`src/rtl/zcp_regs.svh`:
```
// Purpose: offsets, field positions, reset values and timing for the zone register bank
// Assumes: word index times four is the Wishbone byte address
// Notes: included by its bare name
`ifndef ZCP_REGS_SVH
`define ZCP_REGS_SVH
// ****************************************
// word indices
// ****************************************
`define ZCP_IDX_STOP 8'h13
`define ZCP_IDX_SENS 8'h23
`define ZCP_IDX_RSVD 8'h24
`define ZCP_IDX_UPZS 8'h30
`define ZCP_IDX_DNZS 8'h31
`define ZCP_IDX_REVW2 8'h7A
`define ZCP_IDX_UPW1 8'h84
`define ZCP_IDX_UPW2 8'h85
`define ZCP_IDX_DNW1 8'h86
`define ZCP_IDX_IRQST 8'h90
`define ZCP_IDX_IRQMSK 8'h91
// ****************************************
// field positions
// ****************************************
`define ZCP_SENS_AUX_L 0
`define ZCP_SENS_AUX_R 2
`define ZCP_SENS_SIG_L 4
`define ZCP_SENS_SIG_R 6
`define ZCP_SENS_HB 15
`define ZCP_STOP_PEER 5
`define ZCP_STOP_LINK 6
`define ZCP_STOP_PLC 7
`define ZCP_STOP_CMD 10
`define ZCP_EV_REV 0
`define ZCP_EV_STOP 1
`define ZCP_EV_TRK 2
`define ZCP_EV_W 3
// ****************************************
// reset values and limits
// ****************************************
`define ZCP_RST_WORD 16'h0000
`define ZCP_RST_EV 3'h0
`define ZCP_ZS_MIN 8'h01
`define ZCP_ZS_MAX 8'h06
// ****************************************
// timing
// ****************************************
`define ZCP_HB_HALF_MS 2000
`define ZCP_CLK_KHZ 25000
`endif

```
`src/rtl/zcp_pkg.sv`:
```
// Purpose: types shared by the zone register bank
// Assumes: nothing
// Notes: constants live in zcp_regs.svh
package zcp_pkg;
  typedef struct packed {
    logic aux_l;
    logic aux_r;
    logic sig_l;
    logic sig_r;
  } zcp_sens_t;
  typedef struct packed {
    logic peer;
    logic link;
    logic plc;
    logic cmd;
  } zcp_stop_t;
  typedef struct packed {
    logic [15:0] w1;
    logic [15:0] w2;
  } zcp_trk_t;
endpackage : zcp_pkg

```
`src/rtl/zcp_regbank.sv`:
```
// Purpose: zone controller register bank as seen by the line controller
// Assumes: classic Wishbone slave, 32-bit data, 16-bit registers in the low half
// Notes: one clock, synchronous active high reset
//
// Implementation choice: the Wishbone register port.
`include "zcp_regs.svh"
`timescale 1ns/1ns
`default_nettype none
module zcp_regbank #(
  parameter int unsigned HB_HALF_CYCLES = `ZCP_HB_HALF_MS * `ZCP_CLK_KHZ
) (
  // clock and reset
  input wire logic sys_clk_i,
  input wire logic srst_i,
  // wishbone slave
  input wire logic wb_cyc_i,
  input wire logic wb_stb_i,
  input wire logic wb_we_i,
  input wire logic [9:0] wb_adr_i,
  input wire logic [3:0] wb_sel_i,
  input wire logic [31:0] wb_dat_i,
  output logic [31:0] wb_dat_o,
  output logic wb_ack_o,
  // sensor port pins, asynchronous
  input wire zcp_pkg::zcp_sens_t sens_pin_i,
  // auto-configuration result
  input wire logic autocfg_done_i,
  input wire logic [1:0] sens_inv_i,
  // stop causes, levels
  input wire zcp_pkg::zcp_stop_t stop_i,
  // zone status words
  input wire logic up_zs_vld_i,
  input wire logic [15:0] up_zs_i,
  input wire logic dn_zs_vld_i,
  input wire logic [15:0] dn_zs_i,
  // reverse discharge capture
  input wire logic rev_dis_i,
  input wire logic [15:0] rev_w2_i,
  // tracking data to the zones
  output zcp_pkg::zcp_trk_t up_trk_o,
  output logic up_trk_load_o,
  output logic [15:0] dn_trk_w1_o,
  output logic dn_trk_load_o,
  // interrupt
  output logic irq_o
);
  import zcp_pkg::*;

  if (HB_HALF_CYCLES < 1) begin : g_chk
    $error("heartbeat half period must be at least one cycle");
  end

  // ****************************************
  // helpers
  // ****************************************
  function automatic logic [15:0] merge16(input logic [15:0] old, input logic [31:0] dat,
                                          input logic [3:0] sel);
    logic [15:0] r;
    r = old;
    if (sel[0]) begin
      r[7:0] = dat[7:0];
    end
    if (sel[1]) begin
      r[15:8] = dat[15:8];
    end
    return r;
  endfunction : merge16

  function automatic logic zs_legal(input logic [15:0] w);
    return (w[7:0] >= `ZCP_ZS_MIN) && (w[7:0] <= `ZCP_ZS_MAX);
  endfunction : zs_legal

  // ****************************************
  // bus decode
  // ****************************************
  wire [7:0] idx = wb_adr_i[9:2];
  wire req = wb_cyc_i & wb_stb_i & ~wb_ack_o;
  wire wr = req & wb_we_i;
  wire rd = req & ~wb_we_i;
  wire hit_upw1 = (idx == `ZCP_IDX_UPW1);
  wire hit_upw2 = (idx == `ZCP_IDX_UPW2);
  wire hit_dnw1 = (idx == `ZCP_IDX_DNW1);
  wire hit_msk = (idx == `ZCP_IDX_IRQMSK);
  wire hit_st = (idx == `ZCP_IDX_IRQST);
  // only the output registers and the mask accept writes
  wire wr_upw1 = wr & hit_upw1;
  wire wr_upw2 = wr & hit_upw2;
  wire wr_dnw1 = wr & hit_dnw1;
  wire wr_msk = wr & hit_msk;
  wire rd_st = rd & hit_st;

  // ****************************************
  // sensor synchroniser
  // ****************************************
  zcp_sens_t s1_q;
  zcp_sens_t s2_q;
  logic [1:0] inv_q;
  logic hb;

  always_ff @(posedge sys_clk_i) begin
    if (srst_i) begin
      s1_q <= '0;
      s2_q <= '0;
    end else begin
      s1_q <= sens_pin_i;
      s2_q <= s1_q;
    end
  end

  // polarity held from the first auto-configuration until the next one
  always_ff @(posedge sys_clk_i) begin
    if (srst_i) begin
      inv_q <= 2'h0;
    end else if (autocfg_done_i) begin
      inv_q <= sens_inv_i;
    end
  end

  zcp_heartbeat #(
    .HALF_CYCLES(HB_HALF_CYCLES)
  ) u_hb (
    .sys_clk_i(sys_clk_i),
    .srst_i(srst_i),
    .hb_o(hb)
  );

  wire blk_l = s2_q.sig_l ^ inv_q[0];
  wire blk_r = s2_q.sig_r ^ inv_q[1];
  logic [15:0] sens_d;
  always_comb begin
    sens_d = 16'h0000;
    sens_d[`ZCP_SENS_AUX_L] = s2_q.aux_l;
    sens_d[`ZCP_SENS_AUX_R] = s2_q.aux_r;
    sens_d[`ZCP_SENS_SIG_L] = blk_l;
    sens_d[`ZCP_SENS_SIG_R] = blk_r;
    sens_d[`ZCP_SENS_HB] = hb;
  end

  // ****************************************
  // stop status
  // ****************************************
  logic [15:0] stop_d;
  always_comb begin
    stop_d = 16'h0000;
    stop_d[`ZCP_STOP_PEER] = stop_i.peer;
    stop_d[`ZCP_STOP_LINK] = stop_i.link;
    stop_d[`ZCP_STOP_PLC] = stop_i.plc;
    stop_d[`ZCP_STOP_CMD] = stop_i.cmd;
  end

  // ****************************************
  // status registers
  // ****************************************
  logic [15:0] sens_q;
  logic [15:0] stop_q;
  logic [15:0] upzs_q;
  logic [15:0] dnzs_q;
  logic [15:0] revw2_q;

  always_ff @(posedge sys_clk_i) begin
    if (srst_i) begin
      sens_q <= `ZCP_RST_WORD;
      stop_q <= `ZCP_RST_WORD;
    end else begin
      sens_q <= sens_d;
      stop_q <= stop_d;
    end
  end

  // out of range low bytes are dropped, the high byte passes as given
  always_ff @(posedge sys_clk_i) begin
    if (srst_i) begin
      upzs_q <= `ZCP_RST_WORD;
      dnzs_q <= `ZCP_RST_WORD;
    end else begin
      if (up_zs_vld_i && zs_legal(up_zs_i)) begin
        upzs_q <= up_zs_i;
      end
      if (dn_zs_vld_i && zs_legal(dn_zs_i)) begin
        dnzs_q <= dn_zs_i;
      end
    end
  end

  always_ff @(posedge sys_clk_i) begin
    if (srst_i) begin
      revw2_q <= `ZCP_RST_WORD;
    end else if (rev_dis_i) begin
      revw2_q <= rev_w2_i;
    end
  end

  // ****************************************
  // tracking output registers
  // ****************************************
  always_ff @(posedge sys_clk_i) begin
    if (srst_i) begin
      up_trk_o <= '0;
      dn_trk_w1_o <= `ZCP_RST_WORD;
      up_trk_load_o <= 1'b0;
      dn_trk_load_o <= 1'b0;
    end else begin
      if (wr_upw1) begin
        up_trk_o.w1 <= merge16(up_trk_o.w1, wb_dat_i, wb_sel_i);
      end
      if (wr_upw2) begin
        up_trk_o.w2 <= merge16(up_trk_o.w2, wb_dat_i, wb_sel_i);
      end
      if (wr_dnw1) begin
        dn_trk_w1_o <= merge16(dn_trk_w1_o, wb_dat_i, wb_sel_i);
      end
      up_trk_load_o <= wr_upw1 | wr_upw2;
      dn_trk_load_o <= wr_dnw1;
    end
  end

  // ****************************************
  // interrupts
  // ****************************************
  logic [`ZCP_EV_W-1:0] ev;
  logic [`ZCP_EV_W-1:0] st_q;
  logic [`ZCP_EV_W-1:0] st_d;
  logic [`ZCP_EV_W-1:0] msk_q;
  wire new_stop = |(stop_d & ~stop_q);
  always_comb begin
    ev = `ZCP_RST_EV;
    ev[`ZCP_EV_REV] = rev_dis_i;
    ev[`ZCP_EV_STOP] = new_stop;
    ev[`ZCP_EV_TRK] = wr_upw1 | wr_upw2 | wr_dnw1;
  end
  // an event in the clearing read's cycle survives the clear
  always_comb begin
    st_d = (rd_st ? `ZCP_RST_EV : st_q) | ev;
  end

  always_ff @(posedge sys_clk_i) begin
    if (srst_i) begin
      st_q <= `ZCP_RST_EV;
      msk_q <= `ZCP_RST_EV;
      irq_o <= 1'b0;
    end else begin
      st_q <= st_d;
      if (wr_msk) begin
        msk_q <= wb_dat_i[`ZCP_EV_W-1:0];
      end
      irq_o <= |(st_d & (wr_msk ? wb_dat_i[`ZCP_EV_W-1:0] : msk_q));
    end
  end

  // ****************************************
  // read mux and acknowledge
  // ****************************************
  // the reserved word and unmapped indices answer zero rather than stall the bus
  wire [15:0] rd_word =
    (idx == `ZCP_IDX_STOP) ? stop_q :
    (idx == `ZCP_IDX_SENS) ? sens_q :
    (idx == `ZCP_IDX_UPZS) ? upzs_q :
    (idx == `ZCP_IDX_DNZS) ? dnzs_q :
    (idx == `ZCP_IDX_REVW2) ? revw2_q :
    hit_upw1 ? up_trk_o.w1 :
    hit_upw2 ? up_trk_o.w2 :
    hit_dnw1 ? dn_trk_w1_o :
    hit_st ? {13'h0000, st_q} :
    hit_msk ? {13'h0000, msk_q} :
    16'h0000;

  always_ff @(posedge sys_clk_i) begin
    if (srst_i) begin
      wb_ack_o <= 1'b0;
      wb_dat_o <= 32'h00000000;
    end else begin
      wb_ack_o <= req;
      if (rd) begin
        wb_dat_o <= {16'h0000, rd_word};
      end
    end
  end

  // ****************************************
  // checks
  // ****************************************
  ack_single_a: assert property (@(posedge sys_clk_i) disable iff (srst_i)
    wb_ack_o |=> !wb_ack_o) else $error("ack held longer than one cycle");
  ack_next_a: assert property (@(posedge sys_clk_i) disable iff (srst_i)
    (wb_cyc_i && wb_stb_i && !wb_ack_o) |=> wb_ack_o) else $error("request not acknowledged");
  peer_stop_a: assert property (@(posedge sys_clk_i) disable iff (srst_i)
    stop_i.peer |=> stop_q[`ZCP_STOP_PEER]) else $error("peer stop bit missing");
  link_stop_a: assert property (@(posedge sys_clk_i) disable iff (srst_i)
    ##1 stop_q[`ZCP_STOP_LINK] == $past(stop_i.link)) else $error("link stop bit wrong");
  plc_stop_a: assert property (@(posedge sys_clk_i) disable iff (srst_i)
    !stop_i.plc ##1 !stop_i.plc |-> !stop_q[`ZCP_STOP_PLC]) else $error("plc stop bit stuck");
  cmd_stop_a: assert property (@(posedge sys_clk_i) disable iff (srst_i)
    $rose(stop_i.cmd) |=> stop_q[`ZCP_STOP_CMD]) else $error("stop command bit missing");
  stop_rsvd_a: assert property (@(posedge sys_clk_i) disable iff (srst_i)
    (stop_q & 16'hFB1F) == 16'h0000) else $error("stop reserved bit set");
  sens_rsvd_a: assert property (@(posedge sys_clk_i) disable iff (srst_i)
    (sens_q & 16'h7FAA) == 16'h0000) else $error("sensor reserved bit set");
  sens_block_a: assert property (@(posedge sys_clk_i) disable iff (srst_i)
    ##1 sens_q[`ZCP_SENS_SIG_L] == ($past(s2_q.sig_l) ^ $past(inv_q[0])))
    else $error("left sensor not shown as blocked");
  aux_pin_a: assert property (@(posedge sys_clk_i) disable iff (srst_i)
    ##3 sens_q[`ZCP_SENS_AUX_R] == $past(sens_pin_i.aux_r, 3)) else $error("right aux lag");
  rev_cap_a: assert property (@(posedge sys_clk_i) disable iff (srst_i)
    rev_dis_i |=> revw2_q == $past(rev_w2_i)) else $error("reverse word not captured");
  zs_range_a: assert property (@(posedge sys_clk_i) disable iff (srst_i)
    upzs_q[7:0] <= `ZCP_ZS_MAX && dnzs_q[7:0] <= `ZCP_ZS_MAX) else $error("zone status range");
  up_adopt_a: assert property (@(posedge sys_clk_i) disable iff (srst_i)
    (wr_upw2 && wb_sel_i[1:0] == 2'h3) |=> up_trk_load_o && up_trk_o.w2 == $past(wb_dat_i[15:0]))
    else $error("upstream word 2 not adopted");
  dn_adopt_a: assert property (@(posedge sys_clk_i) disable iff (srst_i)
    (wr_dnw1 && wb_sel_i[1:0] == 2'h3) |=> dn_trk_load_o && dn_trk_w1_o == $past(wb_dat_i[15:0]))
    else $error("downstream word 1 not adopted");
  ro_write_a: assert property (@(posedge sys_clk_i) disable iff (srst_i)
    (wr && !hit_upw1 && !hit_upw2 && !hit_dnw1) |=> !up_trk_load_o && !dn_trk_load_o)
    else $error("read-only write had an effect");
  irq_set_a: assert property (@(posedge sys_clk_i) disable iff (srst_i)
    (rev_dis_i && msk_q[`ZCP_EV_REV] && !wr_msk) |=> irq_o && st_q[`ZCP_EV_REV])
    else $error("reverse event lost");

  rev_c: cover property (@(posedge sys_clk_i) disable iff (srst_i) rev_dis_i ##2 irq_o);
  cmd_c: cover property (@(posedge sys_clk_i) disable iff (srst_i) $rose(stop_q[`ZCP_STOP_CMD]));
  trk_c: cover property (@(posedge sys_clk_i) disable iff (srst_i)
    up_trk_load_o ##[1:8] dn_trk_load_o);
  clr_c: cover property (@(posedge sys_clk_i) disable iff (srst_i) rd_st && (st_q != 3'h0));
endmodule : zcp_regbank
`default_nettype wire

```
`src/rtl/zcp_heartbeat.sv`:
```
// Purpose: square wave heartbeat, HALF_CYCLES high then HALF_CYCLES low
// Assumes: one clock, synchronous reset
// Notes: output starts high after reset
`timescale 1ns/1ns
`default_nettype none
module zcp_heartbeat #(
  parameter int unsigned HALF_CYCLES = 50000000
) (
  // clock and reset
  input wire logic sys_clk_i,
  input wire logic srst_i,
  // heartbeat level
  output logic hb_o
);
  localparam int unsigned CW = (HALF_CYCLES > 1) ? $clog2(HALF_CYCLES) : 1;
  localparam logic [CW-1:0] LAST = CW'(HALF_CYCLES - 1);
  logic [CW-1:0] cnt_q;
  wire wrap = (cnt_q == LAST);

  if (HALF_CYCLES < 1) begin : g_chk
    $error("heartbeat half period must be at least one cycle");
  end

  always_ff @(posedge sys_clk_i) begin
    if (srst_i) begin
      cnt_q <= '0;
      hb_o <= 1'b1;
    end else begin
      cnt_q <= wrap ? '0 : cnt_q + 1'b1;
      hb_o <= wrap ? ~hb_o : hb_o;
    end
  end

  hb_bound_a: assert property (@(posedge sys_clk_i) disable iff (srst_i)
    cnt_q <= LAST) else $error("heartbeat counter ran past its half period");
  hb_toggle_a: assert property (@(posedge sys_clk_i) disable iff (srst_i)
    $changed(hb_o) |-> $past(cnt_q) == LAST) else $error("heartbeat toggled off the wrap");
  hb_flip_c: cover property (@(posedge sys_clk_i) disable iff (srst_i) $fell(hb_o));
endmodule : zcp_heartbeat
`default_nettype wire

```
`config.mk`:
```
export PLATFORM = sky130hd
export DESIGN_NAME = zcp_regbank
export DESIGN_NICKNAME = d
export VERILOG_FILES = /design/src/rtl/zcp_pkg.sv /design/src/rtl/zcp_regbank.sv /design/src/rtl/zcp_heartbeat.sv
export VERILOG_INCLUDE_DIRS = /design/src /design/src/rtl
export SDC_FILE = /design/constraint.sdc
export NUM_CORES = 1
export LEC_CHECK = 0
export BUFFER_PORTS_ARGS = -buffer_cell sky130_fd_sc_hd__buf_4
export CORE_MARGIN = 5
export CORE_UTILIZATION = 53
export DETAILED_ROUTE_END_ITERATION = 8
export GPL_ROUTABILITY_DRIVEN = 0
export GPL_TIMING_DRIVEN = 0
export PLACE_DENSITY = 0.9
export SLEW_MARGIN = 20
export SYNTH_ARGS = -nofsm -noshare
export SYNTH_HDL_FRONTEND = slang
export SYNTH_HIERARCHICAL = 1
export SYNTH_SLANG_ARGS = --single-unit
```
`constraint.sdc`:
```
create_clock -name sys_clk_i -period 4.9 [get_ports sys_clk_i]
set_clock_uncertainty 0.1 [all_clocks]
set_input_delay 0.245 -clock sys_clk_i [delete_from_list [all_inputs] [get_ports sys_clk_i]]
set_output_delay 0.245 -clock sys_clk_i [all_outputs]
set_load 0.01 [all_outputs]
```
==> qor.yml <==
outcome:
  outcome: "complete, but fails checks"
  violations: "negative hold slack"
route:
  drt_iter0_markers: 787
  firstDrtPassIters: 7
  antenna_left: 0
  routed_wl_mm: 24.8
  drc: 0
  vias_per_cell: 5.93
  vias: 7612
  wl_per_cell_um: 19.3
yosys:
  ys_seq_area_share_pct: 45.0
  synth.distinct_cells: 74
  synthArstFlopShare_pct: 0
  synth_commonest_cells: "dfxtp_1 (168), nand2_1 (103), nor2_1 (99)"
  synthCells: 834
  synth_top_area_cell: "dfxtp_1"
  syn_area_per_cell_sq_um: 8.95
  synth_most_common_cell: "dfxtp_1"
  yosysTopAreaCellShare_pct: 45.0
  synth-seq-cells: 168
  synth_edf_count: 0
  synth-main-ff-cell: "dfxtp_1"
  ys_top_cells_by_area: "dfxtp_1 (45%), mux2i_1 (9.7%), nand2_1 (5.2%)"
  syn-cell-area_sq_um: 7470
  yosys_warnings: 6
critical_path:
  ff2ff_setup_slack_ns: 2.33
  path_max_fanout: 10
  crit_type: "primary input to flop"
  worstReg2RegEnd: "up_trk_o[10]$_SDFFE_PP0P_"
  cpPeakStageDelay_ns: 0.56
  reg2reg_from: "wb_ack_o$_SDFF_PP0_"
  cp-end-kind: "flop"
  path_cells: "dlygate4sd3_1 -> buf_4 -> and4b_1 -> clkbuf_1 -> nor3b_2 -> nand3_1 -> nand2_1 -> a21oi_1"
  slowest_stage: "nor3b_2"
  arrival_ns: 2.83
  r2r_cells: 6
  worstSetupStartpointType: "primary input"
  crit_required_ns: 5.09
floorplan:
  die_h_um: 129
  die_area_sq_um: 16600
  start_util_pct: 54.0
  io_pins: 197
  die_w_um: 129
  core_area_sq_um: 13800
  num_rows: 43
timing:
  setup_ws_ns: 2.27
  finalCritPeriodShare_pct: 53.7
  whs_ns: -0.000832
  relSlewSlack_pct: 43.4
  hold_violations: 1
  fin_crit_ns: 2.63
  rsz0062_at_grt: "no"
  setup_viol: 0
  worstMarginPinSlew_ns: 0.837
  fmax_mhz: 380
  final_max_slew_viol_count: 0
  finalSetupTns_ns: 0
cells_and_area:
  finalNonFillerCells: 1284
  area_growth_pct: 35.6
  postLayoutCellArea_sq_um: 10100
  layout-drive-gt1-share_pct: 22.3
  nNetsFinal: 1205
  fin_util_pct: 73.2
run:
  drv_cap: 0
clock_tree:
  cts_htree_levels: 4
  ctsRootBufferMaster: "clkbuf_16"
  cts.sinks: 168
  post-cts-setup-buffer-count: 0
  cts.clk_slew.worst_paths_ns: 0.06
  cts_tree: "done"
  clock_latency_ns: 0.44
  cts_buffers: 17
  cts.hold.buffers_added: 67
  clockBufferDepth: 2
  post_cts_resized: 0
place:
  dp_hpwl_mm: 17.0
  place_area_sq_um: 8920
  port_buffers: 156
  pre_cts_slack_ns: 2.24
  place_inst: 1185
global_routing:
  gr-total-overflow: 0
  grt_max_degree: 17
  grt_pass1_vias: 7350
  grt_pass1_wl_mm: 38.3
  antenna_found_initial: 0
  track_usage_pct: 29.4
power:
  power_density_nw_per_um2: 286
  leakage_nw: 4.33
  power.total_mw: 2.90
  vdd_drop_max_v: 0.000261
worst_hold_path:
  min_to: "revw2_q[13]$_SDFFE_PP0P_"
  min-delay-start: "rev_w2_i[13]"
  hp-class: "primary input to flop"
  hold_depth: 3
layout by cell type, fill, tap and decap left out, types with 11 or more instances in the layout:
cell type / instances
buf_4: 174
dfxtp_1: 168
nand2_1: 103
nor2_1: 99
mux2i_1: 72
dlygate4sd3_1: 67
a21oi_1: 47
clkbuf_1: 32
o21ai_0: 21
nor2b_1: 18
nand3_1: 17
clkbuf_16: 17
conb_1: 16
buf_2: 14
nand4_1: 13
nor3_1: 12
and2_1: 11
and3_1: 11
inv_1: 11
o2bb2ai_1: 11
xnor2_1: 11
power breakdown:
part | switching, mW | internal (mW)
Clock | 0.537 | 0.690
Combinational | 0.135 | 0.134
Sequential | 0.0128 | 1.39
layout make-up:
class | count | area (sq um)
clock inverters | 9 | 78.8
multi-input cells | 605 | 3780
plain buffers | 65 | 344
flip-flops and latches | 168 | 3360
diodes | 1 | 2.50
inverters | 11 | 41.3
repair buffers | 223 | 1840
fillers | 905 | 3710
well taps | 180 | 225
clock buffers | 22 | 444
state kept, by name, indices dropped and copies added (netlist names):
| name | count |
|---|---|
| wb_ack_o | 1 |
| s1_q | 4 |
| sens_q | 5 |
| s2_q | 4 |
| inv_q | 2 |
| u_hb/hb_o | 1 |
| upzs_q | 16 |
| wb_dat_o | 16 |
| revw2_q | 16 |
| u_hb/cnt_q | 26 |
| up_trk_o | 32 |
| dn_trk_w1_o | 16 |
| st_q | 3 |
| irq_o | 1 |
| up_trk_load_o | 1 |
| stop_q | 4 |
| dn_trk_load_o | 1 |
| msk_q | 3 |
| dnzs_q | 16 |
worst max-delay path by stage:
stage / endpoint / depth (start not counted) / slack (ns) / startpoint
finish: up_trk_o[10]$_SDFFE_PP0P_ / 8 / 2.27 / wb_stb_i
global route: u_hb/cnt_q[10]$_SDFF_PP0_ / 6 / 2.15 / u_hb/cnt_q[0]$_SDFF_PP0_
CTS: irq_o$_SDFF_PP0_ / 7 / 2.25 / wb_stb_i
detailed placement: irq_o$_SDFF_PP0_ / 6 / 2.24 / wb_we_i
global placement: irq_o$_SDFF_PP0_ / 6 / 2.35 / wb_we_i
floorplan: u_hb/cnt_q[10]$_SDFF_PP0_ / 6 / 2.86 / u_hb/cnt_q[0]$_SDFF_PP0_
layer usage:
| layer | track usage, % | wire length [um] | part of all wire, % | up-vias |
|---|---|---|---|---|
| li1 | - | - | - | 3458 |
| met1 | 35.7 | 9440 | 38 | 3587 |
| met2 | 48.7 | 11900 | 48 | 467 |
| met3 | 6.77 | 2300 | 9.3 | 100 |
| met4 | 15.0 | 1200 | 4.8 | 0 |
| met5 | 0 | 0 | 0 | - |
critical path, delay by kind of cell:
kind	cells	cell delay [ns]
AND/OR/NAND/NOR	4	1.51
buffers and inverters	3	0.96
AO/OA/AOI/OAI	1	0.11
cells by family after synthesis:
group	after synthesis	synth area share [%]
AND/OR/NAND/NOR	350	23.8
flip-flops	168	45.0
AO/OA/AOI/OAI	142	13.0
multiplexers	80	10.9
buffers and inverters	76	5.16
XOR/XNOR	16	1.88
adder cells (fa/ha/maj)	1	0.168
other	1	0.0502
(Power assumes the default switching activity.)
